[src/verilog/sopg_map.svh]
// Address map, field positions, reset values and timing figures of the
// strobe pulse generator. Assumes the includer sits in a 250 MHz domain.
`ifndef SOPG_MAP_SVH
`define SOPG_MAP_SVH

// Register byte addresses
`define SOPG_ADDR_CTRL 8'h00
`define SOPG_ADDR_WIDTH 8'h04
`define SOPG_ADDR_DELAY 8'h08
`define SOPG_ADDR_LEAD 8'h0C
`define SOPG_ADDR_CMD 8'h10
`define SOPG_ADDR_STAT 8'h14

// Control register fields
`define SOPG_CTRL_EN 0
`define SOPG_CTRL_DIR2 1
`define SOPG_CTRL_INV1 2
`define SOPG_CTRL_INV2 3
`define SOPG_CTRL_SRC_LO 4
`define SOPG_CTRL_SRC_HI 7

// Command register fields
`define SOPG_CMD_FIRE 0

// Status register fields
`define SOPG_STAT_BUSY 0
`define SOPG_STAT_ACT 1
`define SOPG_STAT_LINE0 2
`define SOPG_STAT_LINE2 3
`define SOPG_STAT_EXPO 4

// Reset values
`define SOPG_CTRL_RST 8'h00
`define SOPG_TIME_RST 20'h00000

// Timing figures
`define SOPG_CLK_PERIOD_NS 4
`define SOPG_US_NS 1000
`define SOPG_DLY_MAX_US 32'h00002710

`endif

[src/verilog/sopg_pkg.sv]
// Types shared by the strobe pulse generator files.
// Assumes the map header supplies all numeric constants.
package sopg_pkg;

  // Pulse sequencer states
  typedef enum logic [1:0] {
    SOPG_IDLE,
    SOPG_DELAY,
    SOPG_LEAD,
    SOPG_ACTIVE
  } sopg_state_t;

  // Launching event sources, in the order of the event input vector
  typedef enum logic [3:0] {
    SOPG_SRC_EXP_START,
    SOPG_SRC_EXP_END,
    SOPG_SRC_ACQ_START,
    SOPG_SRC_ACQ_STOP,
    SOPG_SRC_BURST_START,
    SOPG_SRC_BURST_END,
    SOPG_SRC_TRIG_WAIT,
    SOPG_SRC_FRAME_START,
    SOPG_SRC_FRAME_END,
    SOPG_SRC_SOFT_TRIG,
    SOPG_SRC_HARD_TRIG,
    SOPG_SRC_COUNTER,
    SOPG_SRC_TIMER
  } sopg_src_t;

endpackage : sopg_pkg

[src/verilog/sopg_top.sv]
// Strobe output pulse generator: event select, delay, lead, width, lines.
// Assumes synchronous inputs, one 250 MHz clock and a plain register port.
`timescale 1ns/100ps
`include "sopg_map.svh"

// Summary of operation
// - Timer source: software fire launches delayed pulse
// - Zero width: pulse follows exposure time
// - Nonzero width: pulse lasts width microseconds
// - Delay 0 to 10000 us before pulse
// - Lead time asserts strobe before exposure, exposure start source only
// - Disabled strobe drives no pulses
// - Line two selectable input or output
// - Line zero in, one out, two bidirectional
// - Polarity invert on lines one and two, off at reset
// - Selector picks launching internal event
module sopg_top #(
  parameter int CW = 20,
  parameter int NEVT = 13
) (
  input wire logic clk_i,
  input wire logic rst_n_i,
  input wire logic [7:0] addr_i,
  input wire logic [31:0] wdata_i,
  input wire logic wr_i,
  input wire logic rd_i,
  output logic [31:0] rdata_o,
  input wire logic [NEVT-1:0] evt_i,
  input wire logic exp_req_i,
  input wire logic exposure_i,
  output logic exp_go_o,
  input wire logic line0_i,
  output logic line1_o,
  input wire logic line2_i,
  output logic line2_o,
  output logic line2_oe_o,
  output logic trig_line0_o,
  output logic trig_line2_o
);

  ////////////////////////////////////////////////////////////////////////
  // Configuration registers

  logic [7:0] ctrl_reg; // Enable, direction, inverts, source
  logic [7:0] ctrl_next;
  logic [CW-1:0] wid_reg; // Width in us, zero follows exposure
  logic [CW-1:0] wid_next;
  logic [CW-1:0] dly_reg; // Delay in us, clamped
  logic [CW-1:0] dly_next;
  logic [CW-1:0] pre_reg; // Lead time in us
  logic [CW-1:0] pre_next;
  logic [31:0] rdata_reg; // Read data, one cycle after strobe
  logic [31:0] rdata_next;

  logic en; // Strobe enabled
  logic dir2; // Line two drives
  logic inv1; // Line one inverted
  logic inv2; // Line two inverted
  sopg_pkg::sopg_src_t src; // Selected source
  logic fire; // Software line fire command

  assign en = ctrl_reg[`SOPG_CTRL_EN];
  assign dir2 = ctrl_reg[`SOPG_CTRL_DIR2];
  assign inv1 = ctrl_reg[`SOPG_CTRL_INV1];
  assign inv2 = ctrl_reg[`SOPG_CTRL_INV2];
  assign src = sopg_pkg::sopg_src_t'(
    ctrl_reg[`SOPG_CTRL_SRC_HI:`SOPG_CTRL_SRC_LO]);
  assign fire = wr_i && addr_i == `SOPG_ADDR_CMD && wdata_i[`SOPG_CMD_FIRE];

  // Clamp a written delay so the pulse never waits past the limit
  function automatic logic [CW-1:0] clamp_dly(input logic [31:0] v);
    if (v > `SOPG_DLY_MAX_US) begin
      clamp_dly = CW'(`SOPG_DLY_MAX_US);
    end else begin
      clamp_dly = v[CW-1:0];
    end
  endfunction : clamp_dly

  sopg_pkg::sopg_state_t st_reg; // Sequencer state
  sopg_pkg::sopg_state_t st_next;
  logic strobe_act; // Strobe asserted this cycle

  // Register writes and reads
  always_comb begin
    ctrl_next = ctrl_reg;
    wid_next = wid_reg;
    dly_next = dly_reg;
    pre_next = pre_reg;
    rdata_next = 32'h00000000;
    if (wr_i) begin
      if (addr_i == `SOPG_ADDR_CTRL) begin
        ctrl_next = wdata_i[7:0];
      end else if (addr_i == `SOPG_ADDR_WIDTH) begin
        wid_next = wdata_i[CW-1:0];
      end else if (addr_i == `SOPG_ADDR_DELAY) begin
        dly_next = clamp_dly(wdata_i);
      end else if (addr_i == `SOPG_ADDR_LEAD) begin
        pre_next = wdata_i[CW-1:0];
      end
    end
    if (rd_i) begin
      if (addr_i == `SOPG_ADDR_CTRL) begin
        rdata_next = {24'h000000, ctrl_reg};
      end else if (addr_i == `SOPG_ADDR_WIDTH) begin
        rdata_next = 32'(wid_reg);
      end else if (addr_i == `SOPG_ADDR_DELAY) begin
        rdata_next = 32'(dly_reg);
      end else if (addr_i == `SOPG_ADDR_LEAD) begin
        rdata_next = 32'(pre_reg);
      end else if (addr_i == `SOPG_ADDR_STAT) begin
        rdata_next[`SOPG_STAT_BUSY] = st_reg != sopg_pkg::SOPG_IDLE;
        rdata_next[`SOPG_STAT_ACT] = strobe_act;
        rdata_next[`SOPG_STAT_LINE0] = line0_i;
        rdata_next[`SOPG_STAT_LINE2] = line2_i;
        rdata_next[`SOPG_STAT_EXPO] = exposure_i;
      end else begin
        // Unmapped and command reads return zero
        rdata_next = 32'h00000000;
      end
    end
  end

  always_ff @(posedge clk_i or negedge rst_n_i) begin
    if (!rst_n_i) begin
      ctrl_reg <= `SOPG_CTRL_RST;
      wid_reg <= CW'(`SOPG_TIME_RST);
      dly_reg <= CW'(`SOPG_TIME_RST);
      pre_reg <= CW'(`SOPG_TIME_RST);
      rdata_reg <= 32'h00000000;
    end else begin
      ctrl_reg <= ctrl_next;
      wid_reg <= wid_next;
      dly_reg <= dly_next;
      pre_reg <= pre_next;
      rdata_reg <= rdata_next;
    end
  end

  assign rdata_o = rdata_reg;

  ////////////////////////////////////////////////////////////////////////
  // Pulse sequencer

  logic [CW-1:0] cnt_reg; // Elapsed microseconds in the state
  logic [CW-1:0] cnt_next;
  logic expo_q_reg; // Exposure level one cycle back
  logic us_tick; // One-cycle pulse per microsecond
  logic sel_evt; // Selected launching event
  logic lead_mode; // Lead time armed
  logic lead_take; // Exposure request captured for lead
  logic lead_done; // Lead time elapsed
  logic expo_fall; // Exposure just ended

  assign sel_evt = evt_i[src] ||
    (fire && src == sopg_pkg::SOPG_SRC_TIMER);
  assign lead_mode = pre_reg != '0 && src == sopg_pkg::SOPG_SRC_EXP_START;
  assign lead_take = st_reg == sopg_pkg::SOPG_IDLE && en && lead_mode &&
    exp_req_i;
  assign lead_done = st_reg == sopg_pkg::SOPG_LEAD && us_tick &&
    cnt_reg == pre_reg - 1'b1;
  assign expo_fall = expo_q_reg && !exposure_i;
  assign strobe_act = st_reg == sopg_pkg::SOPG_ACTIVE ||
    st_reg == sopg_pkg::SOPG_LEAD;

  // microsecond timebase, restarted at each state change
  sopg_tick sopg_tick_inst (
    .clk_i(clk_i),
    .rst_n_i(rst_n_i),
    .clr_i(st_next != st_reg),
    .tick_o(us_tick)
  );

  // Next state; events while busy are dropped, not queued
  always_comb begin
    st_next = st_reg;
    case (st_reg)
      sopg_pkg::SOPG_IDLE: begin
        if (lead_take) begin
          st_next = sopg_pkg::SOPG_LEAD;
        end else if (en && !lead_mode && sel_evt) begin
          st_next = dly_reg == '0 ? sopg_pkg::SOPG_ACTIVE :
            sopg_pkg::SOPG_DELAY;
        end
      end
      sopg_pkg::SOPG_DELAY: begin
        if (us_tick && cnt_reg == dly_reg - 1'b1) begin
          st_next = sopg_pkg::SOPG_ACTIVE;
        end
      end
      sopg_pkg::SOPG_LEAD: begin
        if (lead_done) begin
          st_next = sopg_pkg::SOPG_ACTIVE;
        end
      end
      sopg_pkg::SOPG_ACTIVE: begin
        if (wid_reg == '0) begin
          if (expo_fall) begin
            st_next = sopg_pkg::SOPG_IDLE;
          end
        end else if (us_tick && cnt_reg == wid_reg - 1'b1) begin
          st_next = sopg_pkg::SOPG_IDLE;
        end
      end
      default: begin
        st_next = sopg_pkg::SOPG_IDLE;
      end
    endcase
    if (!en) begin
      st_next = sopg_pkg::SOPG_IDLE;
    end
  end

  // Microsecond counter within each state
  always_comb begin
    if (st_next != st_reg) begin
      cnt_next = '0;
    end else if (us_tick) begin
      cnt_next = cnt_reg + 1'b1;
    end else begin
      cnt_next = cnt_reg;
    end
  end

  // Sequencer registers
  always_ff @(posedge clk_i or negedge rst_n_i) begin
    if (!rst_n_i) begin
      st_reg <= sopg_pkg::SOPG_IDLE;
      cnt_reg <= '0;
      expo_q_reg <= 1'b0;
    end else begin
      st_reg <= st_next;
      cnt_reg <= cnt_next;
      expo_q_reg <= exposure_i;
    end
  end

  ////////////////////////////////////////////////////////////////////////
  // Lines and exposure release

  logic line1_next;
  logic line2_next;
  logic oe2_next;
  logic go_next;
  logic trig0_next;
  logic trig2_next;
  logic line1_reg;
  logic line2_reg;
  logic oe2_reg;
  logic go_reg;
  logic trig0_reg;
  logic trig2_reg;

  // Line levels; the idle level follows the invert setting
  always_comb begin
    line1_next = strobe_act ^ inv1;
    line2_next = strobe_act ^ inv2;
    oe2_next = dir2;
    trig2_next = !dir2 && line2_i;
    trig0_next = line0_i;
    go_next = (exp_req_i && !lead_take) || lead_done;
  end

  // Output flops
  always_ff @(posedge clk_i or negedge rst_n_i) begin
    if (!rst_n_i) begin
      line1_reg <= 1'b0;
      line2_reg <= 1'b0;
      oe2_reg <= 1'b0;
      go_reg <= 1'b0;
      trig0_reg <= 1'b0;
      trig2_reg <= 1'b0;
    end else begin
      line1_reg <= line1_next;
      line2_reg <= line2_next;
      oe2_reg <= oe2_next;
      go_reg <= go_next;
      trig0_reg <= trig0_next;
      trig2_reg <= trig2_next;
    end
  end

  assign line1_o = line1_reg;
  assign line2_o = line2_reg;
  assign line2_oe_o = oe2_reg;
  assign exp_go_o = go_reg;
  assign trig_line0_o = trig0_reg;
  assign trig_line2_o = trig2_reg;
endmodule : sopg_top

[src/verilog/sopg_tick.sv]
// Microsecond tick generator for the strobe pulse generator.
// Assumes one clock; a synchronous clear restarts the microsecond phase.
`timescale 1ns/100ps
`include "sopg_map.svh"

module sopg_tick #(
  parameter int DIV = `SOPG_US_NS / `SOPG_CLK_PERIOD_NS
) (
  input wire logic clk_i,
  input wire logic rst_n_i,
  input wire logic clr_i,
  output logic tick_o
);

  localparam int PW = $clog2(DIV);

  // Cycle count within the current microsecond
  logic [PW-1:0] ph_reg;
  logic [PW-1:0] ph_next;

  // Restart on clear so counted intervals are whole microseconds
  always_comb begin
    if (clr_i || ph_reg == PW'(DIV - 1)) begin
      ph_next = '0;
    end else begin
      ph_next = ph_reg + 1'b1;
    end
  end

  // Phase register
  always_ff @(posedge clk_i or negedge rst_n_i) begin
    if (!rst_n_i) begin
      ph_reg <= '0;
    end else begin
      ph_reg <= ph_next;
    end
  end

  // Tick marks the last cycle of each microsecond. Not gated by the
  // clear: the clear is decoded from the tick, so gating would loop.
  assign tick_o = ph_reg == PW'(DIV - 1);

endmodule : sopg_tick

[config.mk]
export PLATFORM = sky130hd
export DESIGN_NAME = sopg_top
export DESIGN_NICKNAME = d
export VERILOG_FILES = /design/src/verilog/sopg_pkg.sv /design/src/verilog/sopg_top.sv /design/src/verilog/sopg_tick.sv
export VERILOG_INCLUDE_DIRS = /design/src /design/src/verilog
export SDC_FILE = /design/constraint.sdc
export NUM_CORES = 1
export LEC_CHECK = 0
export ABC_AREA = 1
export BUFFER_PORTS_ARGS = -buffer_cell sky130_fd_sc_hd__buf_2
export CORE_MARGIN = 2
export CORE_UTILIZATION = 55
export DETAILED_ROUTE_END_ITERATION = 8
export HOLD_SLACK_MARGIN = 0.1
export MAX_ROUTING_LAYER = met4
export PLACE_DENSITY = 0.76
export SYNTH_ARGS = -nofsm -noshare
export SYNTH_HDL_FRONTEND = slang
export SYNTH_HIERARCHICAL = 1
export SYNTH_SLANG_ARGS = --single-unit
[constraint.sdc]
create_clock -name clk_i -period 2.75 [get_ports clk_i]
set_input_delay 0.55 -clock clk_i [delete_from_list [all_inputs] [get_ports clk_i]]
set_output_delay 0.55 -clock clk_i [all_outputs]
set_load 0.01 [all_outputs]
After elaboration in Yosys (flattened, before gate mapping)
Cells that the tools add are included.

storage, ports and cells
  output and inout port bits = 38
  bits of input ports = 61
  logic and storage cells = 99
  bits in registers = 137

operators by class
  reduce and logical (&&, ||, !) cells = 36
  $add $sub $neg = 5
  magnitude comparators = 2
  multiplexer cells = 22
  bitwise logic cells = 5
  equality and inequality tests = 14

operators with widths
  operator                                                         number
  2-to-1 mux 20 bit                                                8
  equality test 20 bit                                             3
  subtractor 20 x 1 -> 20 bit, second input constant               3
  logical NOT 20 bit                                               2
  greater-than comparator 32 x 14 -> 1 bit, second input constant  1
  adder 20 x 1 -> 20 bit, second input constant                    1
  nonzero test 20 bit                                              1
  2-to-1 mux 2 bit                                                 9
  equality test 8 x 4 -> 1 bit, second input constant              2
  equality test 8 x 5 -> 1 bit, second input constant              2
  logical AND 1 bit                                                16
  adder 8 x 1 -> 8 bit, second input constant                      1
  equality test 8 x 3 -> 1 bit, second input constant              1
  equality test 8 bit, second input constant                       1
  logical NOT 8 bit                                                1
  2-to-1 mux 8 bit                                                 1
  case mux 2 bit (4 select lines)                                  1
  less-than comparator 4 x 5 -> 1 bit, second input constant       1
  2-to-1 mux 5 bit                                                 1
  AND reduction 5 bit                                              1
  binary-select mux 1 bit (select 4 bit)                           1
  equality test 2 bit, second input constant                       2
  equality test 4 bit, second input constant                       1
  logical NOT 1 bit                                                4
  12 further kinds                                                 19

Depth between registers and ports, before layout
Gate-level depths: netlist of the first run.

  word-level depth = 13
  depth in mapped cells = 21
  depth with buffers taken out = 20

By module
The synthesis of the first run kept the hierarchy.

modules (own cells, without submodules)
  module     area an instance (sq um)  sequential area each (sq um)  times used  cells an instance
  sopg_top   7810.0                    2927.8                        1           1092
  sopg_tick  429.2                     200.2                         1           51

Worst setup path after synthesis of the first run
Ideal clock, no wire load.

  kind = reg2reg
  from = reg sopg_tick_inst.ph_reg[1]
  to = reg sopg_tick_inst.ph_reg[5]
  stages on the path, launching flop included = 22
  path slack = 287 ps
  data arrival time = 2391 ps
  setup time = 72 ps
  clock period less this slack = 2463 ps
  buffers on the path = 2
  required time = 2678 ps
  path through = dfrtp_1 > inv_1 > ha_1 > nand3_1 > nor2_1 > buf_2 > o21ai_0 > nor3_1 > nand3_1 > nor2_1 > nand3_1 > nor2_1 > nand2_1 > nand2_2 > nand3_2 > nand2_2 > nand2_1 > nand2_2 > nand2_2 > buf_6 > o21bai_4 > nor2_1

on the way
  longest elaborated chain between the ends = 9
  elaborated cells between the ends (all ways) = 15
  classes of those cells = add/sub: 1; eq/ne: 2; mux: 7; reduce/logical: 5

RTL lines
  element                                                       line                              RTL
  start, declared                                               sopg_tick.sv:18                   logic [PW-1:0] ph_reg;
  start signal, assigned                                        sopg_tick.sv:35                   ph_reg <= ph_next;
  equality test 8 bit (*)                                       sopg_tick.sv:41                   assign tick_o = ph_reg == PW'(DIV - 1);
  net us_tick                                                   sopg_top.sv:147                   logic us_tick;
  logical AND 1 bit, on equally long branches                   sopg_top.sv:200, sopg_top.sv:159
  2-to-1 mux 2 bit / logical AND 1 bit (equally long branches)  sopg_top.sv:200, sopg_top.sv:159
  2-to-1 mux 2 bit, on equally long branches                    sopg_top.sv:196, sopg_top.sv:191
  case mux 2 bit (4 select lines)                               sopg_top.sv:176                   case (st_reg)
  2-to-1 mux 2 bit                                              sopg_top.sv:208                   if (!en) begin
  != test 2 bit                                                 sopg_top.sv:169                   .clr_i(st_next != st_reg),
  logical OR 1 bit (*)                                          sopg_tick.sv:23                   if (clr_i || ph_reg == PW'(DIV - 1)) begin
  2-to-1 mux 8 bit (*)                                          sopg_tick.sv:23
  net sopg_tick_inst.ph_next[5]                                 sopg_tick.sv:19                   logic [PW-1:0] ph_next;

The timed path passes the listed nets; every way through them passes the cells marked *.
A chain may end at the register's enable or synchronous reset.

Worst setup path in the final report of the first run
  from = reg sopg_tick_inst.ph_reg[1]
  to = reg cnt_reg[17]

on the way
  longest elaborated chain between the ends = 8
  elaborated cells between the ends (all ways) = 14
  classes of those cells = eq/ne: 2; mux: 7; reduce/logical: 5

RTL lines
  element                                                         line                              RTL
  equality test 8 bit (*)                                         sopg_tick.sv:41
  net us_tick                                                     sopg_top.sv:147
  logical AND 1 bit, on equally long branches                     sopg_top.sv:200, sopg_top.sv:159
  2-to-1 mux 2 bit / logical AND 1 bit (equally long branches)    sopg_top.sv:200, sopg_top.sv:159
  2-to-1 mux 2 bit, on equally long branches                      sopg_top.sv:196, sopg_top.sv:191
  case mux 2 bit (4 select lines)                                 sopg_top.sv:176
  2-to-1 mux 2 bit                                                sopg_top.sv:208
  != test 2 bit                                                   sopg_top.sv:215                   if (st_next != st_reg) begin
  2-to-1 mux 20 bit / nonzero test 2 bit (equally long branches)  --
  end signal, assigned                                            sopg_top.sv:232                   cnt_reg <= cnt_next;
  end, declared                                                   sopg_top.sv:144                   logic [CW-1:0] cnt_reg;

Marks and branches as above.

==> results of run 1 <==
==> through the flow <==
step / instance area (um2) / utilization, % / power (W) / TNS, ns / hold WS [ns]
floorplan: 8280 / - / 0.00280 / 0 / 0.254
global placement: 8860 / 60.7 / 0.00310 / 0 / 0.397
detailed placement: 8860 / 60.7 / 0.00312 / 0 / 0.395
CTS: 9480 / 65.0 / 0.00545 / 0 / 0.253
global route: 9630 / 66.0 / 0.00573 / -0.139 / 0.261
finish: 9630 / 66.0 / 0.00546 / 0 / 0.269
==> metal layers <==
layer,track usage (%),wire length [um]
met5,-,0
met1,42.6,10400
met4,11.8,537
met3,6.16,2110
met2,46.6,10700
==> cells in the final DEF, fill, tap and decap left out, types with 9 or more instances in the layout <==
cell type / synthesis / routed
inv_1: 153 / 151
dfrtp_1: 125 / 122
conb_1: 1 / 12
buf_4: 14 / 29
nor2_2: 31 / 35
o21ai_0: 70 / 69
nand3b_1: 9 / 9
o22ai_1: 16 / 16
a21oi_1: 13 / 12
nand3_1: 72 / 69
nand2_2: 12 / 12
nand4_1: 15 / 15
nand2_1: 262 / 262
clkbuf_16: 0 / 17
nor3_1: 18 / 17
xor2_1: 52 / 52
nor2_1: 137 / 131
o211ai_1: 14 / 14
buf_2: 6 / 85
xnor2_1: 26 / 26
==> path summary, 6_finish.rpt <==
kind,cells after the start,startpoint,slack [ns],end
max in group asynchronous,3,rst_n_i,1.57,wid_reg[16]$_DFFE_PN0P_
max reg2reg,16,sopg_tick_inst/ph_reg[1]$_DFF_PN0_,0.17,cnt_reg[17]$_DFFE_PN0P_
min in group asynchronous,2,rst_n_i,0.50,sopg_tick_inst/ph_reg[5]$_DFF_PN0_
min reg2reg,0,ctrl_reg[1]$_DFFE_PN0P_,0.43,line2_oe_o$_DFF_PN0_
max,16,sopg_tick_inst/ph_reg[1]$_DFF_PN0_,0.17,cnt_reg[17]$_DFFE_PN0P_
min,1,line0_i,0.27,trig_line0_o$_DFF_PN0_
==> power groups by stage <==
stage | sequential, W | clock [W] | combinational (W)
after global placement | 0.00211 | 0 | 0.000989
final | 0.00209 | 0.00232 | 0.00105
after floorplan | 0.00208 | 0 | 0.000719
after detailed placement | 0.00212 | 0 | 0.00101
after CTS | 0.00208 | 0.00235 | 0.00102
after global routing | 0.00210 | 0.00243 | 0.00120
==> cells by family after synthesis <==
kind of cell,Yosys count,share of synthesized area [%]
other,1,0.0455
and+or+nand+nor,579,31.3
adders and majority gates,8,1.21
AOI/OAI and AO/OA,140,10.4
DFF,125,38.0
xor gates and xnor gates,78,8.29
muxes,1,0.121
buffers and inverters,211,10.6
==> worst register-to-register path, delay by kind of cell (launching register included) <==
kind	cells	cell delay (ns)
xor+xnor	1	0.19
fa+ha+maj	1	0.17
flops	1	0.41
buf+inv	3	0.23
simple gates	11	1.47
==> layout make-up <==
class	count	area (um2)	share of cell area (%)
Clock buffer	18	439	4.56
Clock inverter	14	170	1.77
Inverter	160	601	6.24
Multi-Input combinational cell	818	4350	45.1
Sequential cell	125	3130	32.5
Tap cell	184	230	2.39
Timing Repair Buffer	118	713	7.40
==> what timing repair did <==
item                                    4_1_cts  5_1_grt
endpoints found under the setup margin        1       28
hold endpoints to repair                      9        0
pin swaps                                     0        6
resized for setup                             1       22
buffers inserted                              0       10
hold buffers                                  1        0
==> qor.yml, run 1 <==
min_path:
  hp-class: "input pin to flop"
floorplanning:
  fp.dieArea_um2: 16000
  dieHeight_um: 126
  placementRows: 44
  io_pins: 99
  initial_core_util_pct: 56.5
  die_x_um: 126
  core_area_um2: 14600
power:
  p_seq_share_pct: 38.3
  peakVddDrop_mv: 0.437
  p_sw_share_pct: 31.8
  combinationalPowerShare_pct: 19.2
  internal_power_w: 0.00373
  p_leak_nw: 5.03
  p_per_area_nw_per_um2: 567
  pwr-share-clk_pct: 42.5
  p_sw_w: 0.00174
status:
  status: "finished clean"
synth:
  yosysMostFrequentCell: "nand2_1"
  synth_cells: 1143
  syn_area_um2: 8240
  synthFlopType: "dfrtp_1"
  synth_seq_cells: 125
  synth_edf_count: 0
  ys_types: 44
  ys_top_cells_by_area: "dfrtp_1 (38%), nand2_1 (12%), inv_1 (7.0%), nor2_1 (6.2%), xor2_1 (5.5%)"
  ys_warn_count: 6
  seq_area_frac_synth_pct: 38.0
  ys_top_cells_by_count: "nand2_1 (262), inv_1 (153), nor2_1 (137)"
  synth_area_per_cell_um2: 7.21
  synth_top_cell_by_area: "dfrtp_1"
  netlist.area_leader.share_pct: 38.0
  async_flop_share_pct: 100
finish:
  layout-drive-gt1-share_pct: 18.3
  fillers: 1308
  syn_to_final_growth_pct: 16.9
  instances_no_fill: 1437
  antennaDiodeCount: 0
  nNetsFinal: 1309
timing:
  tightest_slew_ns: 0.549
  min_period_ns: 2.58
  rsz0062_at_grt: "yes"
  final.period_utilization_pct: 93.9
  hold_viol_final: 0
  fin_skew_ns: 0.0128
  fmax_ghz: 0.387
  final_max_slew_viol_count: 0
  max-slew-margin-rel_pct: 63.1
  setup_ws_ns: 0.169
  setup_viol: 0
setup_path:
  required_ns: 3.07
  path_max_fanout: 5
  critical-path-top-delay-family: "simple AND/OR/NAND/NOR gates"
  cp.arrival_ns: 2.90
  path_cells: "inv_1 -> ha_1 -> nand3_2 -> nor2_4 -> nand4_2 -> nor3_1 -> inv_1 -> nor2_1 -> inv_1 -> nor2_1 -> nand3_2 -> nor2_2 -> nand3_2 -> nor2_1 -> xor2_1 -> nor2_2"
  crit_path_end_kind: "flop"
  worst-path-buf-inv: 3
  crit_slowest_cell: "dfrtp_1"
  slowest_delay_ns: 0.41
  worstSetupPathType: "flop to flop"
  start_kind: "flop"
cts:
  root_buffer: "clkbuf_16"
  path_clk_slew_ns: 0.06
  cts.sinks: 125
  tritoncts: "built"
  htree_levels: 4
  clk_path_buf_depth: 2
  cts_made_buffers: 17
  clk-insertion-delay-late_ns: 0.43
global_routing:
  grt_pass1_vias: 7420
  antenna_found_initial: 0
  overflow: 0
  grtUsageTotal_pct: 31.3
  grt_max_degree: 80
  grt_pass1_wl_um: 37800
routing:
  antenna_left: 0
  drtIter0Drc: 760
  totalWireLength_um: 23700
  wl_per_cell_um: 16.5
  via_count: 7855
  dr.pass1.iters: 5
  drc: 0
  via_per_inst: 5.47
placed_design:
  place_ws_ns: 0.0104
  hpwlAfterDp_um: 18300
  port_buffers: 86
  place_inst: 1394
  gp_congestion: 0.980
job:
  cap_viol_max_count: 0
Note: power is estimated with default switching activity, not from simulation.
==> run 2, diff against run 1 <==
REMOVE_ABC_BUFFERS = 1   (was not set)
==> qor.yml, run 2 (synthesized netlist as in run 1, its figures left out) <==
floorplanning:
  dieHeight_um: 126
  io_pins: 99
  fp.dieArea_um2: 16000
  initial_core_util_pct: 56.5
  die_x_um: 126
  placementRows: 44
  core_area_um2: 14600
power:
  p_sw_share_pct: 29.6
  p_leak_nw: 5.04
  p_seq_share_pct: 38.3
  combinationalPowerShare_pct: 19.0
  p_sw_w: 0.00162
  pwr-share-clk_pct: 42.7
  internal_power_w: 0.00386
  peakVddDrop_mv: 0.481
  p_per_area_nw_per_um2: 568
finish:
  regArea_um2: 3130
  multi_input_area_um2: 4330
  final_common_cell: "nand2_1"
  antennaDiodeCount: 0
  fillers: 1252
  syn_to_final_growth_pct: 17.1
  layout-drive-gt1-share_pct: 18.6
  finish.utilization_pct: 66.1
  nNetsFinal: 1315
  layout_common_cells: "nand2_1 (259), inv_1 (150), nor2_1 (133)"
status:
  status: "finished clean"
placed_design:
  place_ws_ns: 0.0204
  gp_congestion: 0.981
  hpwlAfterDp_um: 18500
  port_buffers: 86
setup_path:
  required_ns: 3.05
  path_cells: "inv_2 -> ha_4 -> nand3_2 -> nor2_1 -> buf_4 -> buf_4 -> nand2_1 -> nor3_1 -> o21ai_1 -> nor2_1 -> nand3_1 -> nor2_1 -> nand2_1 -> nand3_2 -> nand2_2 -> nand2_2 -> nand2_2 -> nand2_4 -> o21bai_4 -> nor2_1"
  cp_common_cell: "nor2_1"
  cp.arrival_ns: 2.98
  worstSetupPathType: "flop to flop"
  reg2reg_from: "sopg_tick_inst/ph_reg[1]$_DFF_PN0_"
  critPathLaunch: "sopg_tick_inst/ph_reg[1]$_DFF_PN0_"
  crit_path_end_kind: "flop"
  slowest_delay_ns: 0.40
  start_kind: "flop"
  path_max_fanout: 8
  critical-path-top-delay-family: "simple AND/OR/NAND/NOR gates"
  crit_slowest_cell: "dfrtp_1"
  worst-path-buf-inv: 3
cts:
  htree_levels: 4
  cts_made_buffers: 17
  root_buffer: "clkbuf_16"
  clk_path_buf_depth: 2
  path_clk_slew_ns: 0.06
  tritoncts: "built"
  clk-insertion-delay-late_ns: 0.42
  cts.sinks: 125
routing:
  via_per_inst: 5.46
  antenna_left: 0
  via_count: 7877
  wl_per_cell_um: 16.7
  drtIter0Drc: 741
  dr.pass1.iters: 6
  totalWireLength_um: 24100
  drc: 0
global_routing:
  antenna_found_initial: 0
  grt_pass1_vias: 7156
  grt_pass1_wl_um: 37500
  overflow: 0
  grtUsageTotal_pct: 31.3
  grt_max_degree: 58
timing:
  max-slew-margin-rel_pct: 66.8
  hold_viol_final: 0
  fmax_ghz: 0.374
  fin_skew_ns: 0.00538
  final_max_slew_viol_count: 0
  setup_viol: 0
  rsz0062_at_grt: "yes"
  setup_ws_ns: 0.0787
  tightest_slew_ns: 0.492
  min_period_ns: 2.67
  final.period_utilization_pct: 97.1
min_path:
  hp-start: "line0_i"
  hp-class: "input pin to flop"
job:
  cap_viol_max_count: 0
[run 2: cell types whose count changed in the layout (fill, tap and decap cells not counted), sizes merged]
cell and change:
buf +6, clkinvlp +2, bufinv +1, inv -8, clkbuf +5
[run 2: path summary, 6_finish.rpt]
| check | cells past startpoint | to | slack [ns] |
|---|---|---|---|
| hold / removal | 1 | trig_line0_o$_DFF_PN0_ | 0.26 |
| setup / recovery | 20 | sopg_tick_inst/ph_reg[5]$_DFF_PN0_ | 0.08 |
| max in group asynchronous | 3 | wid_reg[1]$_DFFE_PN0P_ | 1.45 |
| hold reg to reg | 0 | line2_oe_o$_DFF_PN0_ | 0.44 |
| setup reg to reg | 20 | sopg_tick_inst/ph_reg[5]$_DFF_PN0_ | 0.08 |
| min in group asynchronous | 2 | sopg_tick_inst/ph_reg[4]$_DFF_PN0_ | 0.62 |
[run 2: metal layers]
metal,wire length [um],vias to the layer above,track usage [%]
met2,10600,376,45.0
met3,2310,53,7.42
met4,641,0,11.1
met5,0,-,-
li1,-,3816,-
met1,10500,3632,43.5
[run 2: worst register-to-register path: cells and delay by family, from the launching register on]
kind,cells,cell delay (ns)
AOI/OAI and AO/OA,2,0.31
adders and majority gates,1,0.13
DFF,1,0.40
and+or+nand+nor,14,1.35
buffers and inverters,3,0.35
[run 2: through the flow]
step                      area, um2  total power, W  std cells  setup TNS (ns)  hold WS [ns]
final                          9650         0.00548       1443               0         0.259
after global routing           9650         0.00574       1443           -1.40         0.248
after CTS                      9530         0.00543       1434               0         0.251
after detailed placement       8890         0.00309       1401               0         0.426
after global placement         8890         0.00307       1401               0         0.424
after floorplan                8000         0.00278       1103          -0.720         0.254
[run 2: area by class of cell]
type                       count  share of cell area [%]
multi-input combinational    818                    44.9
clock inverter                 9                    1.39
timing repair buffer         124                    7.60
clock buffer                  23                    5.06
sequential                   125                    32.5
tap                          184                    2.39
inverter                     160                    6.22
[run 2: power by group through the flow]
stage	clock, W	combinational (W)	sequential, W
floorplan	0	0.000698	0.00208
global placement	0	0.000955	0.00212
detailed placement	0	0.000973	0.00212
CTS	0.00236	0.000982	0.00209
global route	0.00245	0.00118	0.00211
finish	0.00234	0.00104	0.00210
[run 2: timing repair]
action,CTS,global route
hold buffers,1,0
endpoints found under the hold margin,20,0
buffers inserted,0,9
resized for setup,1,22
pin swaps,1,14
setup endpoints to repair,8,28
==> run 3, diff against run 2 <==
ABC_AREA = not set   (was 1)
==> qor.yml, run 3 <==
finish:
  instances_no_fill: 1267
  fin_area_um2: 11000
  syn_to_final_growth_pct: 29.5
  antennaDiodeCount: 0
  layout-drive-gt1-share_pct: 43.1
  finish.utilization_pct: 72.7
  layout_common_cells: "buf_4 (177), dfrtp_1 (123), buf_2 (85)"
  nNetsFinal: 1135
  final_common_cell: "buf_4"
  fillers: 1023
global_routing:
  top_usage_layer: "met2"
  grt_pass1_vias: 7640
  grtUsageTotal_pct: 34.0
  met2_usage_pct: 53.0
  grtUsageMet1_pct: 42.5
  gr-usage-met3_pct: 8.15
  antenna_found_initial: 0
  grt_max_degree: 126
  overflow: 0
  grt_pass1_wl_um: 41100
synth:
  ys_types: 89
  syn_area_um2: 8530
  synth_cells: 833
  synthFlopType: "dfrtp_1"
  ys_top_cells_by_area: "dfrtp_1 (37%), mux2_2 (7.3%), xnor2_1 (6.5%), xor2_1 (4.1%), nor4_2 (4.0%)"
  ys_top_cells_by_count: "dfrtp_1 (125), xnor2_1 (63), nor2_1 (59)"
  synth_seq_cells: 125
  seq_area_frac_synth_pct: 36.7
  netlist.area_leader.share_pct: 36.7
  ys_warn_count: 6
  synth_edf_count: 0
  async_flop_share_pct: 100
  synth_area_per_cell_um2: 10.2
  yosysMostFrequentCell: "dfrtp_1"
  synth_top_cell_by_area: "dfrtp_1"
timing:
  max-slew-margin-rel_pct: 55.7
  tightest_slew_ns: 0.665
  rsz0062_at_grt: "yes"
  whs_ns: 0.234
  setup_ws_ns: -0.319
  setup_viol: 28
  fmax_ghz: 0.326
  final_max_slew_viol_count: 0
  hold_viol_final: 0
  min_period_ns: 3.07
  final.period_utilization_pct: 112
  fin_skew_ns: 0.00795
cts:
  path_clk_slew_ns: 0.06
  clk_path_buf_depth: 2
  root_buffer: "clkbuf_16"
  clk-insertion-delay-late_ns: 0.43
  cts.sinks: 125
  htree_levels: 4
  cts_made_buffers: 17
  tritoncts: "built"
  cts_hold_buf: 0
setup_path:
  worstSetupPathType: "flop to flop"
  crit_path_end_kind: "flop"
  cp.arrival_ns: 3.43
  path_cells: "inv_2 -> ha_1 -> or4b_4 -> or4_4 -> a21oi_2 -> a22oi_2 -> and4_4 -> nand3_2 -> o31ai_4 -> or3_4 -> nor4_2 -> a21o_1"
  slowest_delay_ns: 0.48
  path_max_fanout: 5
  reg2reg_from: "wid_reg[1]$_DFFE_PN0P_"
  required_ns: 3.11
  critical-path-top-delay-family: "simple AND/OR/NAND/NOR gates"
  critPathLaunch: "wid_reg[1]$_DFFE_PN0P_"
  crit_slowest_cell: "or4b_4"
  worst-path-buf-inv: 1
  start_kind: "flop"
placed_design:
  gp_congestion: 1.00
  place_inst: 1225
  dpl-instance-area_um2: 10000
  hpwlAfterDp_um: 19600
  port_buffers: 86
power:
  p_sw_share_pct: 28.2
  peakVddDrop_mv: 0.559
  internal_power_w: 0.00379
  combinationalPowerShare_pct: 20.9
  p_sw_w: 0.00149
  pwr-share-clk_pct: 40.9
  p_per_area_nw_per_um2: 478
  p_seq_share_pct: 38.3
  p_leak_nw: 5.09
routing:
  drtIter0Drc: 932
  dr.pass1.iters: 8
  via_per_inst: 6.25
  antenna_left: 0
  wl_per_cell_um: 21.5
  drc: 0
  via_count: 7916
  totalWireLength_um: 27200
job:
  cap_viol_max_count: 0
floorplanning:
  initial_core_util_pct: 56.1
  core_area_um2: 15200
  dieHeight_um: 129
  die_x_um: 129
  placementRows: 45
  io_pins: 99
  fp.dieArea_um2: 16500
status:
  status: "complete, but fails checks"
  violations: "negative setup slack"
min_path:
  hp-class: "input pin to async pin"
[run 3: changes by cell type after synthesis, moves of 47 or more]
cell     previous run  this run
o21ai_0            70        22
nand3_1            72        25
inv_1             153        19
nand2_1           262        45
nor2_1            137        59
mux2_2              0        55
[run 3: per-stage QoR]
stage	setup slack (ns)	total power, W	TNS (ns)
finish	-0.319	0.00528	-7.53
global route	-0.447	0.00547	-11.06
CTS	-0.353	0.00521	-8.75
detailed placement	-0.468	0.00302	-12.32
global placement	-0.443	0.00300	-11.87
floorplan	-1.32	0.00250	-29.24
[run 3: path summary, 6_finish.rpt]
| path | end | slack, ns | cells past startpoint |
|---|---|---|---|
| max | sopg_tick_inst/ph_reg[5]$_DFF_PN0_ | -0.32 | 12 |
| min | pre_reg[12]$_DFFE_PN0P_ | 0.23 | 2 |
| max reg2reg | sopg_tick_inst/ph_reg[5]$_DFF_PN0_ | -0.32 | 12 |
| min reg2reg | line2_oe_o$_DFF_PN0_ | 0.45 | 0 |
| max in group asynchronous | wid_reg[3]$_DFFE_PN0P_ | 2.00 | 2 |
| min in group clk_i | trig_line0_o$_DFF_PN0_ | 0.25 | 1 |
[run 3: metal layers]
metal,part of all wire [%],vias to the layer above
li1,-,3493
met1,39,3847
met2,47,482
met3,9.7,94
met4,4.3,0
met5,0,-
[run 3: logic make-up after synthesis]
kind of cell / synth area share, %
AOI/OAI and AO/OA: 10.6
other: 0.0440
adders and majority gates: 1.17
xor gates and xnor gates: 10.6
buffers and inverters: 7.51
muxes: 10.0
and+or+nand+nor: 23.3
DFF: 36.7
[run 3: area by class of cell]
type / instances / area [um2] / area share [%]
Clock inverter: 10 / 88.8 / 0.804
Inverter: 19 / 71.3 / 0.646
Timing Repair Buffer: 276 / 1950 / 17.6
Clock buffer: 22 / 484 / 4.38
Tap cell: 188 / 235 / 2.13
Multi-Input combinational cell: 627 / 5090 / 46.1
Sequential cell: 125 / 3130 / 28.3
[run 3: what timing repair did]
item / 4_1_cts / 5_1_grt
resized for setup: 21 / 56
buffers inserted: 4 / 6
pin swaps: 12 / 18
setup endpoints to repair: 30 / 30
cloned: 1 / 0
[run 3: power groups by stage]
stage / clock network [W] / registers (W) / logic [W]
finish: 0.00216 / 0.00202 / 0.00110
global route: 0.00226 / 0.00203 / 0.00118
global placement: 0 / 0.00204 / 0.000962
floorplan: 0 / 0.00210 / 0.000401
detailed placement: 0 / 0.00204 / 0.000981
CTS: 0.00218 / 0.00201 / 0.00102
